$ cat src/rtl/fpp_pkg.sv
package fpp_pkg;
   // Register byte addresses on the APB
   localparam logic [7:0] FPP_CTRL1_ADDR = 8'h00;
   localparam logic [7:0] FPP_CTRL2_ADDR = 8'h04;
   localparam logic [7:0] FPP_EBS_ADDR = 8'h08;
   localparam logic [7:0] FPP_STATUS_ADDR = 8'h0C;
   // Field positions, control one
   localparam int FPP_C1_PROG = 0;
   localparam int FPP_C1_ERASE = 1;
   localparam int FPP_C1_PV = 2;
   localparam int FPP_C1_EV = 3;
   localparam int FPP_C1_WEG = 6;
   // Field positions, control two
   localparam int FPP_C2_PSU = 0;
   localparam int FPP_C2_ESU = 1;
   localparam int FPP_C2_ERR = 7;
   // Status register fields
   localparam int FPP_ST_PMODE = 0;
   localparam int FPP_ST_EMODE = 1;
   localparam int FPP_ST_PVMODE = 2;
   localparam int FPP_ST_EVMODE = 3;
   localparam int FPP_ST_ERRPROT = 4;
   localparam int FPP_ST_IRQOFF = 5;
   // Reset values and write masks
   localparam logic [7:0] FPP_CTRL1_RST = 8'h00;
   localparam logic [7:0] FPP_CTRL2_RST = 8'h00;
   localparam logic [7:0] FPP_EBS_RST = 8'h00;
   localparam logic [7:0] FPP_CTRL1_WMASK = 8'h4F;
   localparam logic [7:0] FPP_CTRL2_WMASK = 8'h03;
   typedef enum logic [2:0] {
      FPP_IDLE, FPP_PROG, FPP_ERASE, FPP_PVER, FPP_EVER
   } fpp_mode_t;
endpackage : fpp_pkg

$ cat src/rtl/fpp_flash_protect.sv
// Summary of operation
// [RQ1] Gate bit zero protects every block
// [RQ2] Software protection blocks program/erase mode entry
// [RQ3] Per-block select; all-zero refuses everything (the code still enters the verify modes with no block selected)
// [RQ4] Any reset or standby clears registers
// [RQ5] Malfunction sets error flag, enters protection
// [RQ6] Error keeps registers, aborts operation now
// [RQ7] Error protection forbids program/erase re-entry
// [RQ8] Verify modes still allowed under error
// [RQ9] Flash read during operation sets error
// [RQ10] Non-reset exception during operation sets error
// [RQ11] Sleep during operation sets error
// [RQ12] Bus release during operation sets error
// [RQ13] Only power-on reset clears error
// [RQ14] Error with P/E held masks interrupts
// [RQ15] Flash reads during operation are undefined
// [RQ16] Software masks all interrupts during operation
// [RQ17] Gate bit cleared from RAM code
// [RQ18] Four modes chosen by setup and mode bits
// [RQ19] Error flag read-only status bit
`timescale 1ns/100ps
`default_nettype none
module fpp_flash_protect
   import fpp_pkg::*;
#(
   parameter int NBLK = 8
) (
   input wire logic clk,
   input wire logic rst,
   input wire logic porRst,
   input wire logic standbyEntry,
   input wire logic flashRead,
   input wire logic exceptionStart,
   input wire logic sleepExec,
   input wire logic busRelease,
   input wire logic psel,
   input wire logic penable,
   input wire logic pwrite,
   input wire logic [7:0] paddr,
   input wire logic [31:0] pwdata,
   output logic [31:0] prdata,
   output logic pready,
   output logic pslverr,
   output logic programPulse,
   output logic erasePulse,
   output logic programVerify,
   output logic eraseVerify,
   output logic [NBLK-1:0] blockEnable,
   output logic readDataUndefined,
   output logic interruptInhibit,
   output logic flashErrorFlag
);
   logic [7:0] ctrl1_q;
   logic [7:0] ctrl2_q;
   logic [NBLK-1:0] ebs_q;
   logic err_q;
   fpp_mode_t mode_q;
   fpp_mode_t mode_d;
   logic wrEn;
   logic rdEn;
   logic clearRegs;
   logic opActive;
   logic errEvent;
   logic swAllow;

   function automatic logic addrHit(input logic [7:0] a, input logic [7:0] r);
      return a == r;
   endfunction : addrHit

   assign wrEn = psel && penable && pwrite;
   assign rdEn = psel && !pwrite;
   assign pready = 1'b1;
   // Reset and standby both count as hardware protection
   assign clearRegs = rst || porRst || standbyEntry; // [RQ4]
   assign opActive = (mode_q == FPP_PROG) || (mode_q == FPP_ERASE);
   assign errEvent = opActive && (flashRead || exceptionStart // [RQ9] [RQ10]
                                  || sleepExec || busRelease); // [RQ11] [RQ12]
   // Gate bit and a non-empty block select must both be present
   assign swAllow = ctrl1_q[FPP_C1_WEG] && (|ebs_q); // [RQ1] [RQ3]

   always_ff @(posedge clk) begin
      if (clearRegs) begin
         ctrl1_q <= FPP_CTRL1_RST; // [RQ4]
      end else if (wrEn && addrHit(paddr, FPP_CTRL1_ADDR)) begin
         ctrl1_q <= pwdata[7:0] & FPP_CTRL1_WMASK;
      end
   end

   always_ff @(posedge clk) begin
      if (clearRegs) begin
         ctrl2_q <= FPP_CTRL2_RST; // [RQ4]
      end else if (wrEn && addrHit(paddr, FPP_CTRL2_ADDR)) begin
         ctrl2_q <= pwdata[7:0] & FPP_CTRL2_WMASK; // [RQ19]
      end
   end

   always_ff @(posedge clk) begin
      if (clearRegs) begin
         ebs_q <= FPP_EBS_RST[NBLK-1:0]; // [RQ4]
      end else if (wrEn && addrHit(paddr, FPP_EBS_ADDR)) begin
         ebs_q <= pwdata[NBLK-1:0]; // [RQ3]
      end
   end

   // Only power-on reset releases the error state; other resets do not
   always_ff @(posedge clk) begin
      if (porRst) begin
         err_q <= 1'b0; // [RQ13]
      end else if (errEvent) begin
         err_q <= 1'b1; // [RQ5]
      end
   end

   always_comb begin
      mode_d = FPP_IDLE;
      if (ctrl1_q[FPP_C1_WEG] && ctrl1_q[FPP_C1_PROG] && ctrl2_q[FPP_C2_PSU]
          && swAllow && !err_q && !errEvent) begin
         mode_d = FPP_PROG; // [RQ2] [RQ6] [RQ7] [RQ18]
      end else if (ctrl1_q[FPP_C1_WEG] && ctrl1_q[FPP_C1_ERASE]
                   && ctrl2_q[FPP_C2_ESU] && swAllow && !err_q && !errEvent) begin
         mode_d = FPP_ERASE; // [RQ2] [RQ6] [RQ7] [RQ18]
      end else if (ctrl1_q[FPP_C1_WEG] && ctrl1_q[FPP_C1_PV]) begin
         mode_d = FPP_PVER; // [RQ8] [RQ18]
      end else if (ctrl1_q[FPP_C1_WEG] && ctrl1_q[FPP_C1_EV]) begin
         mode_d = FPP_EVER; // [RQ8] [RQ18]
      end
   end

   always_ff @(posedge clk) begin
      if (clearRegs) begin
         mode_q <= FPP_IDLE;
      end else begin
         mode_q <= mode_d;
      end
   end

   always_ff @(posedge clk) begin
      if (clearRegs) begin
         prdata <= 32'h0000_0000;
      end else if (rdEn && !penable) begin
         if (addrHit(paddr, FPP_CTRL1_ADDR)) begin
            prdata <= {24'h00_0000, ctrl1_q};
         end else if (addrHit(paddr, FPP_CTRL2_ADDR)) begin
            prdata <= {24'h00_0000, err_q, ctrl2_q[6:0]}; // [RQ19]
         end else if (addrHit(paddr, FPP_EBS_ADDR)) begin
            prdata <= {{(32-NBLK){1'b0}}, ebs_q};
         end else if (addrHit(paddr, FPP_STATUS_ADDR)) begin
            prdata <= {26'h000_0000, interruptInhibit, err_q,
                       mode_q == FPP_EVER, mode_q == FPP_PVER,
                       mode_q == FPP_ERASE, mode_q == FPP_PROG};
         end else begin
            prdata <= 32'h0000_0000;
         end
      end
   end

   assign pslverr = psel && penable && !(addrHit(paddr, FPP_CTRL1_ADDR)
      || addrHit(paddr, FPP_CTRL2_ADDR) || addrHit(paddr, FPP_EBS_ADDR)
      || addrHit(paddr, FPP_STATUS_ADDR));

   // Operation outputs drop in the same cycle as the error event
   assign programPulse = (mode_q == FPP_PROG) && !errEvent; // [RQ6]
   assign erasePulse = (mode_q == FPP_ERASE) && !errEvent; // [RQ6]
   assign programVerify = (mode_q == FPP_PVER);
   assign eraseVerify = (mode_q == FPP_EVER);
   assign blockEnable = ebs_q & {NBLK{ctrl1_q[FPP_C1_WEG]}}; // [RQ1] [RQ3]
   // Array data cannot be trusted while P or E is written
   assign readDataUndefined = ctrl1_q[FPP_C1_PROG] || ctrl1_q[FPP_C1_ERASE]; // [RQ15]
   // Software is still expected to mask sources itself
   assign interruptInhibit = opActive || (err_q && readDataUndefined); // [RQ14] [RQ16]
   assign flashErrorFlag = err_q; // [RQ5]

   enter_err_a: assert property (@(posedge clk) disable iff (porRst)
      errEvent |=> err_q && !programPulse && !erasePulse) // [RQ5]
      else $error("error event did not enter error protection");
   keep_regs_a: assert property (@(posedge clk) disable iff (clearRegs)
      errEvent && !wrEn |=> $stable(ctrl1_q) && $stable(ebs_q)) // [RQ6]
      else $error("registers changed on error entry");
   no_reentry_a: assert property (@(posedge clk) disable iff (clearRegs)
      err_q |-> !opActive ##1 !opActive) // [RQ7]
      else $error("program or erase entered under error");
   // Block enables follow the gate at once; the mode register lags by one cycle
   gate_off_a: assert property (@(posedge clk) disable iff (clearRegs)
      !ctrl1_q[FPP_C1_WEG] |-> blockEnable == '0 ##1 !opActive) // [RQ1]
      else $error("operation with gate bit clear");
   err_quiet_a: assert property (@(posedge clk) disable iff (clearRegs)
      err_q |-> !programPulse && !erasePulse) // [RQ7]
      else $error("operation output active under error");
   sw_noset_a: assert property (@(posedge clk)
      !err_q && !errEvent && !porRst |=> !err_q) // [RQ19]
      else $error("error flag set without an error event");
   ev_ok_a: assert property (@(posedge clk) disable iff (clearRegs)
      err_q && ctrl1_q[FPP_C1_WEG] && ctrl1_q[FPP_C1_EV] && !ctrl1_q[FPP_C1_PV]
      && !ctrl1_q[FPP_C1_PROG] && !ctrl1_q[FPP_C1_ERASE] |=> eraseVerify) // [RQ8]
      else $error("erase verify refused under error");
   unmapped_a: assert property (@(posedge clk)
      psel && penable && paddr == 8'h10 |-> pslverr)
      else $error("unmapped access not flagged");
   empty_sel_a: assert property (@(posedge clk) disable iff (clearRegs)
      ebs_q == '0 |=> !opActive) // [RQ3]
      else $error("operation with no block selected");
   reset_clear_a: assert property (@(posedge clk)
      clearRegs |=> ctrl1_q == FPP_CTRL1_RST && ebs_q == '0 && mode_q == FPP_IDLE) // [RQ4]
      else $error("reset did not clear registers");
   por_only_a: assert property (@(posedge clk)
      err_q && !porRst |=> err_q) // [RQ13]
      else $error("error flag released without power-on reset");
   verify_ok_a: assert property (@(posedge clk) disable iff (clearRegs)
      err_q && ctrl1_q[FPP_C1_WEG] && ctrl1_q[FPP_C1_PV] && !ctrl1_q[FPP_C1_PROG]
      && !ctrl1_q[FPP_C1_ERASE] |=> programVerify) // [RQ8]
      else $error("verify refused under error");
   irq_hold_a: assert property (@(posedge clk) disable iff (clearRegs)
      err_q && readDataUndefined |-> interruptInhibit) // [RQ14]
      else $error("interrupts not held off in error state");
   cv_prog_c: cover property (@(posedge clk) disable iff (clearRegs) programPulse);
   cv_erase_c: cover property (@(posedge clk) disable iff (clearRegs) erasePulse);
   cv_err_c: cover property (@(posedge clk) disable iff (clearRegs) opActive ##1 err_q);
   cv_errver_c: cover property (@(posedge clk) disable iff (clearRegs) err_q && eraseVerify);
endmodule : fpp_flash_protect
`default_nettype wire

$ cat config.mk
export PLATFORM = sky130hd
export DESIGN_NAME = fpp_flash_protect
export DESIGN_NICKNAME = d
export VERILOG_FILES = /design/src/rtl/fpp_pkg.sv /design/src/rtl/fpp_flash_protect.sv
export SDC_FILE = /design/constraint.sdc
export NUM_CORES = 1
export LEC_CHECK = 0
export BUFFER_PORTS_ARGS = -buffer_cell sky130_fd_sc_hd__buf_2
export CAP_MARGIN = 20
export CORE_MARGIN = 5
export CORE_UTILIZATION = 44
export CTS_BUF_LIST = sky130_fd_sc_hd__clkbuf_2
export DETAILED_ROUTE_END_ITERATION = 7
export HOLD_SLACK_MARGIN = 0.1
export PLACE_DENSITY = 0.82
export SLEW_MARGIN = 30
export SYNTH_ARGS = -nofsm -noshare
export SYNTH_HDL_FRONTEND = slang
export SYNTH_SLANG_ARGS = --single-unit
$ cat constraint.sdc
create_clock -name clk -period 2.19 [get_ports clk]
set_clock_uncertainty 0.1 [all_clocks]
set_input_delay 0.438 -clock clk [delete_from_list [all_inputs] [get_ports clk]]
set_output_delay 0.438 -clock clk [all_outputs]
set_load 0.01 [all_outputs]
==> flow_summary.ini, run 1 <==
[worst_setup_path]
crit_type = reg2out
crit_chain = or3b_2, inv_1, buf_2
reg2reg_slack_ps = 700
cp.buffers_inverters = 2
crit_path_max_fanout = 6
cp_slowest_stage_delay_ps = 490
cp_slowest_cell = or3b_2
cp-start-kind = flip-flop
critical-path-top-delay-family = simple AND/OR/NAND/NOR gates
worst_setup_path_end_kind = primary output
cp_data_arrival_time_ps = 1510
cp.required_ps = 1650

[logic_synthesis]
syn_inst = 189
synthTopCellsByArea = dfxtp_1 (34%), mux2i_1 (13%), buf_4 (12%), nor2_1 (5.2%), nand2_1 (3.3%)
synth_top_area_share_pct = 33.8
synth.most_common_cell = dfxtp_1
synth-seq-cells = 27
yosys.area.top_type = dfxtp_1
synth_common_cells = dfxtp_1 (27), buf_4 (25), nor2_1 (22)
syn_area_per_cell_sq_um = 8.47
async_reset_ff_share_pct = 0
yosysUniqueCellTypes = 42
yosysWarnings = 0
synth_enable_flop_cells = 0
synth_seq_area_share_pct = 33.8
synth_area_sq_um = 1600
synth_ff_type = dfxtp_1

[clock_tree]
cts-hold-fix-buffers = 1
post_cts_resized = 0
ctsHtreeMaxLevel = 1
cts.sinks = 27
clk_pin_slew_ps = 250
clock_latency_ps = 360
cts_made_buffers = 3
root_buffer = clkbuf_2
post_cts_buffers = 0
cts.path.max_buffers = 2
cts_tree = yes

[die]
core_sq_um = 3580
io_pins = 100
rows = 22
dieWidth_um = 70.3
die_h_um = 70.3
die-area_sq_um = 4940
initial_core_util_pct = 44.7

[power]
p_int_mw = 0.566
p_clk_share_pct = 24.4
p_per_area_nw_per_um2 = 420
p_leak_nw = 0.917
power_frac_seq_pct = 64.1
power_frac_comb_pct = 11.5
peakVddDrop_mv = 0.231
p_sw_mw = 0.203
switching_share_pct = 26.4

[sta]
finalCritPeriodShare_pct = 93.4
finalCriticalPeriod_ps = 2050
setup_tns_ps = 0
setup_viol = 0
finalHoldViolCount = 0
slew_violations = 0
max_freq_mhz = 489
rsz0062_at_grt = false

[cells_and_area]
drive_gt1_share_pct = 28.3
design_area_sq_um = 1830
seq_area_sq_um = 541
multi_input_area_sq_um = 911
synthToLayoutAreaGrowth_pct = 14.3
fillCellCount = 368
nets = 289
diodes = 0

[detailed_routing]
highest_layer = met4
via_per_inst = 5.02
met3WireLength_um = 370
drc = 0
ant_nets = 0
routed_wl_mm = 3.69
first_iter_violations = 51
drt_first_pass_iters = 6
route.met2.wl_mm = 1.80
num_vias = 1432
wl_met1_mm = 1.47
wl_per_cell_um = 12.9

[global_route]
grt_start_max_net_pins = 19
grt_overflow = 0
antenna_found_initial = 0
first_global_vias = 1257
track_usage_pct = 14.0
grt_pass1_wl_mm = 5.71

[placement]
placed_area_sq_um = 1800
io_buffers = 50
hpwl_mm = 2.99
gp_congestion = 0.868

[run]
cap_violations = 0

[worst_hold_path]
min_path_type = in2reg

[outcome]
status = complete, no violations
## final timing paths
check,to,from,cells past startpoint
min,ebs_q[5],pwdata[5],3
min reg2reg,prdata[7],prdata[7],2
max,eraseVerify,mode_q[2],3
max reg2reg,mode_q[1],mode_q[1],4
## layout make-up
cell class / instances / area share, %
inverter: 4 / 0.821
clock buffer: 3 / 0.821
timing repair buffer: 54 / 15.5
clock inverter: 1 / 0.274
multi-input combinational: 148 / 49.8
sequential: 27 / 29.5
tap: 48 / 3.28
## flip-flops by register name, summed over array words and instances (netlist names)
register        count
ctrl1_q             5
ctrl2_q             2
ebs_q               8
flashErrorFlag      1
mode_q              3
prdata              8
## cells by family after synthesis
logic type,count (synthesis),share of synthesized area [%]
muxes,20,12.5
DFF,27,33.8
and+or+nand+nor,80,28.4
AOI/OAI and AO/OA,22,9.62
other,2,0.469
buffers and inverters,37,14.7
xor gates and xnor gates,1,0.547
## per-layer routing
| layer | GRT usage [%] | vias to the layer above |
|---|---|---|
| li1 | - | 707 |
| met1 | 16.7 | 659 |
| met2 | 24.5 | 62 |
| met3 | 3.02 | 4 |
| met4 | 5.11 | 0 |
| met5 | 0 | - |
## metrics by stage
stage	hold WS (ps)	power, mW	setup slack (ps)	instances	utilization (%)
after floorplan	354	0.583	230	212	-
after global placement	338	0.586	156	280	50.3
after detailed placement	348	0.588	151	280	50.3
after CTS	179	0.778	134	285	51.1
after global routing	169	0.805	50.0	285	51.1
final	197	0.769	144	285	51.1
## power by group through the flow
stage / Combinational [mW] / Sequential (mW) / Clock (mW)
after global placement: 0.0836 / 0.502 / 0
final: 0.0886 / 0.493 / 0.187
after CTS: 0.0870 / 0.493 / 0.197
after global routing: 0.0975 / 0.494 / 0.213
after floorplan: 0.0811 / 0.502 / 0
after detailed placement: 0.0856 / 0.502 / 0
## placed cells by master (no fill, tap or decap), types with 3 or more instances in the layout
master    instances
a21oi_1           8
dfxtp_1          27
buf_4             3
and2_1            8
nor2b_1           6
buf_2            50
mux2i_1          20
nand3_1           4
and3_1            3
conb_1           25
inv_1             4
nor2_1           22
clkbuf_2          3
nand2_1          14
## tightest hold or removal path: cells and delay by family
family,cells,cell delay (ps)
mux,1,50
simple gates,1,70
buf+inv,1,80
(Power assumes the default switching activity.)
==> run 2: changes to the inputs <==
--- a/config.mk
+++ b/config.mk
@@ -12,7 +12,7 @@
 export CTS_BUF_LIST = sky130_fd_sc_hd__clkbuf_2
 export DETAILED_ROUTE_END_ITERATION = 7
 export HOLD_SLACK_MARGIN = 0.1
-export PLACE_DENSITY = 0.82
+export PLACE_DENSITY = 0.87
 export SLEW_MARGIN = 30
 export SYNTH_ARGS = -nofsm -noshare
 export SYNTH_HDL_FRONTEND = slang
==> run 2 against run 1 <==
Net effect:
- sequential share of layout area rose by 0.16 points
- cell area fell by 0.55%
- combinational power fell by 2%
- die area did not move
- power fell by 1.3%
- first-iteration DRC count rose by 12%
- core utilization fell by 0.28 points
- setup slack improved by 14 ps
- routed wire length fell by 4.8%
- fmax rose by 0.68%
- critical path type is now in2out
- largest cell class unchanged
- largest power group unchanged
==> flow_summary.ini, run 2 (synthesis results as in run 1) <==
[clock_tree]
cts.path.max_buffers = 2
cts-hold-fix-buffers = 0
ctsHtreeMaxLevel = 1
cts_made_buffers = 3
post_cts_buffers = 0
clk_pin_slew_ps = 220
root_buffer = clkbuf_2
post_cts_resized = 0
cts_tree = yes
clock_latency_ps = 350
cts.sinks = 27

[detailed_routing]
drt_first_pass_iters = 4
drc = 0
highest_layer = met4
ant_nets = 0
routed_wl_mm = 3.51
met3WireLength_um = 357
wl_per_cell_um = 12.4
num_vias = 1395
route.met2.wl_mm = 1.69
first_iter_violations = 57
via_per_inst = 4.91
wl_met1_mm = 1.42

[sta]
setup_ws_ps = 158
max_freq_mhz = 492
finalHoldViolCount = 0
setup_tns_ps = 0
setup_viol = 0
slew_violations = 0
rsz0062_at_grt = false
finalCriticalPeriod_ps = 2030
finalCritPeriodShare_pct = 92.8

[global_route]
grt_start_max_net_pins = 19
grt_pass1_wl_mm = 5.60
first_global_vias = 1286
track_usage_pct = 13.6
antenna_found_initial = 0
grt_overflow = 0

[placement]
dp_slack_ps = 143
hpwl_mm = 2.91
gp_congestion = 0.855
io_buffers = 50
placed_cells = 280

[cells_and_area]
stdcell_count = 284
final_cell_mix = buf_2 (50), dfxtp_1 (27), conb_1 (25), nor2_1 (22), mux2i_1 (20)
final_util_pct = 50.8
layout_commonest_cell = buf_2
drive_gt1_share_pct = 28.4
nets = 288
synthToLayoutAreaGrowth_pct = 13.7
reg_top3 = ebs_q (8), prdata (8), ctrl1_q (5)
diodes = 0

[run]
cap_violations = 0

[die]
die_h_um = 70.3
core_sq_um = 3580
dieWidth_um = 70.3
io_pins = 100
die-area_sq_um = 4940
rows = 22
initial_core_util_pct = 44.7

[worst_setup_path]
cp_slowest_cell = or4_4
crit_chain = buf_2, or4_4, nor4b_1, buf_2
cp-start-kind = input port
worst_setup_path_end_kind = primary output
cp.required_ps = 1650
cp_data_arrival_time_ps = 1490
cp_slowest_stage_delay_ps = 540
crit_path_frequent_cell = buf_2
crit_type = in2out
crit_path_max_fanout = 3

[worst_hold_path]
min_path_type = in2reg

[power]
peakVddDrop_mv = 0.284
p_total_mw = 0.759
p_leak_nw = 0.913
p_per_area_nw_per_um2 = 417

[outcome]
status = complete, no violations
-- run 2: changes by cell type in the layout (fill, tap and decap cells not counted) --
cell,change
dlygate4sd3_1,-1
-- run 2: cell type report --
| class | instances | area [sq um] |
|---|---|---|
| clock inverters | 1 | 5.00 |
| flip-flops and latches | 27 | 541 |
| clock buffers | 3 | 15.0 |
| inverters | 4 | 15.0 |
| multi-input cells | 148 | 911 |
| repair buffers | 53 | 273 |
| well taps | 48 | 60.1 |
| fillers | 362 | 1760 |
-- run 2: critical path, delay by kind of cell --
kind	cells	cell delay, ps
buf+inv	2	280
simple gates	2	780
-- run 2: metrics by stage --
step / cell area, sq um / hold slack, ps
CTS: 1820 / 136
finish: 1820 / 147
global placement: 1800 / 338
detailed placement: 1800 / 343
global route: 1820 / 135
floorplan: 1690 / 354
-- run 2: power breakdown --
group | switching (mW) | total (mW) | internal, mW
clock | 0.138 | 0.180 | 0.0414
sequential | 0.0000214 | 0.493 | 0.493
combinational | 0.0562 | 0.0866 | 0.0304
-- run 2: per-layer routing --
layer  vias up  global-route usage, %
li1        707                      -
met1       630                   16.4
met2        54                   23.3
met3         4                   4.60
met4         0                   3.19
met5         -                      0
-- run 2: path summary, 6_finish.rpt --
kind / slack, ps / start / depth (start not counted) / endpoint
worst min-delay path: 150 / porRst / 2 / flashErrorFlag
worst max-delay path: 160 / exceptionStart / 4 / erasePulse
worst min register to register: 360 / prdata[5] / 2 / prdata[5]
worst max register to register: 680 / mode_q[1] / 4 / mode_q[1]
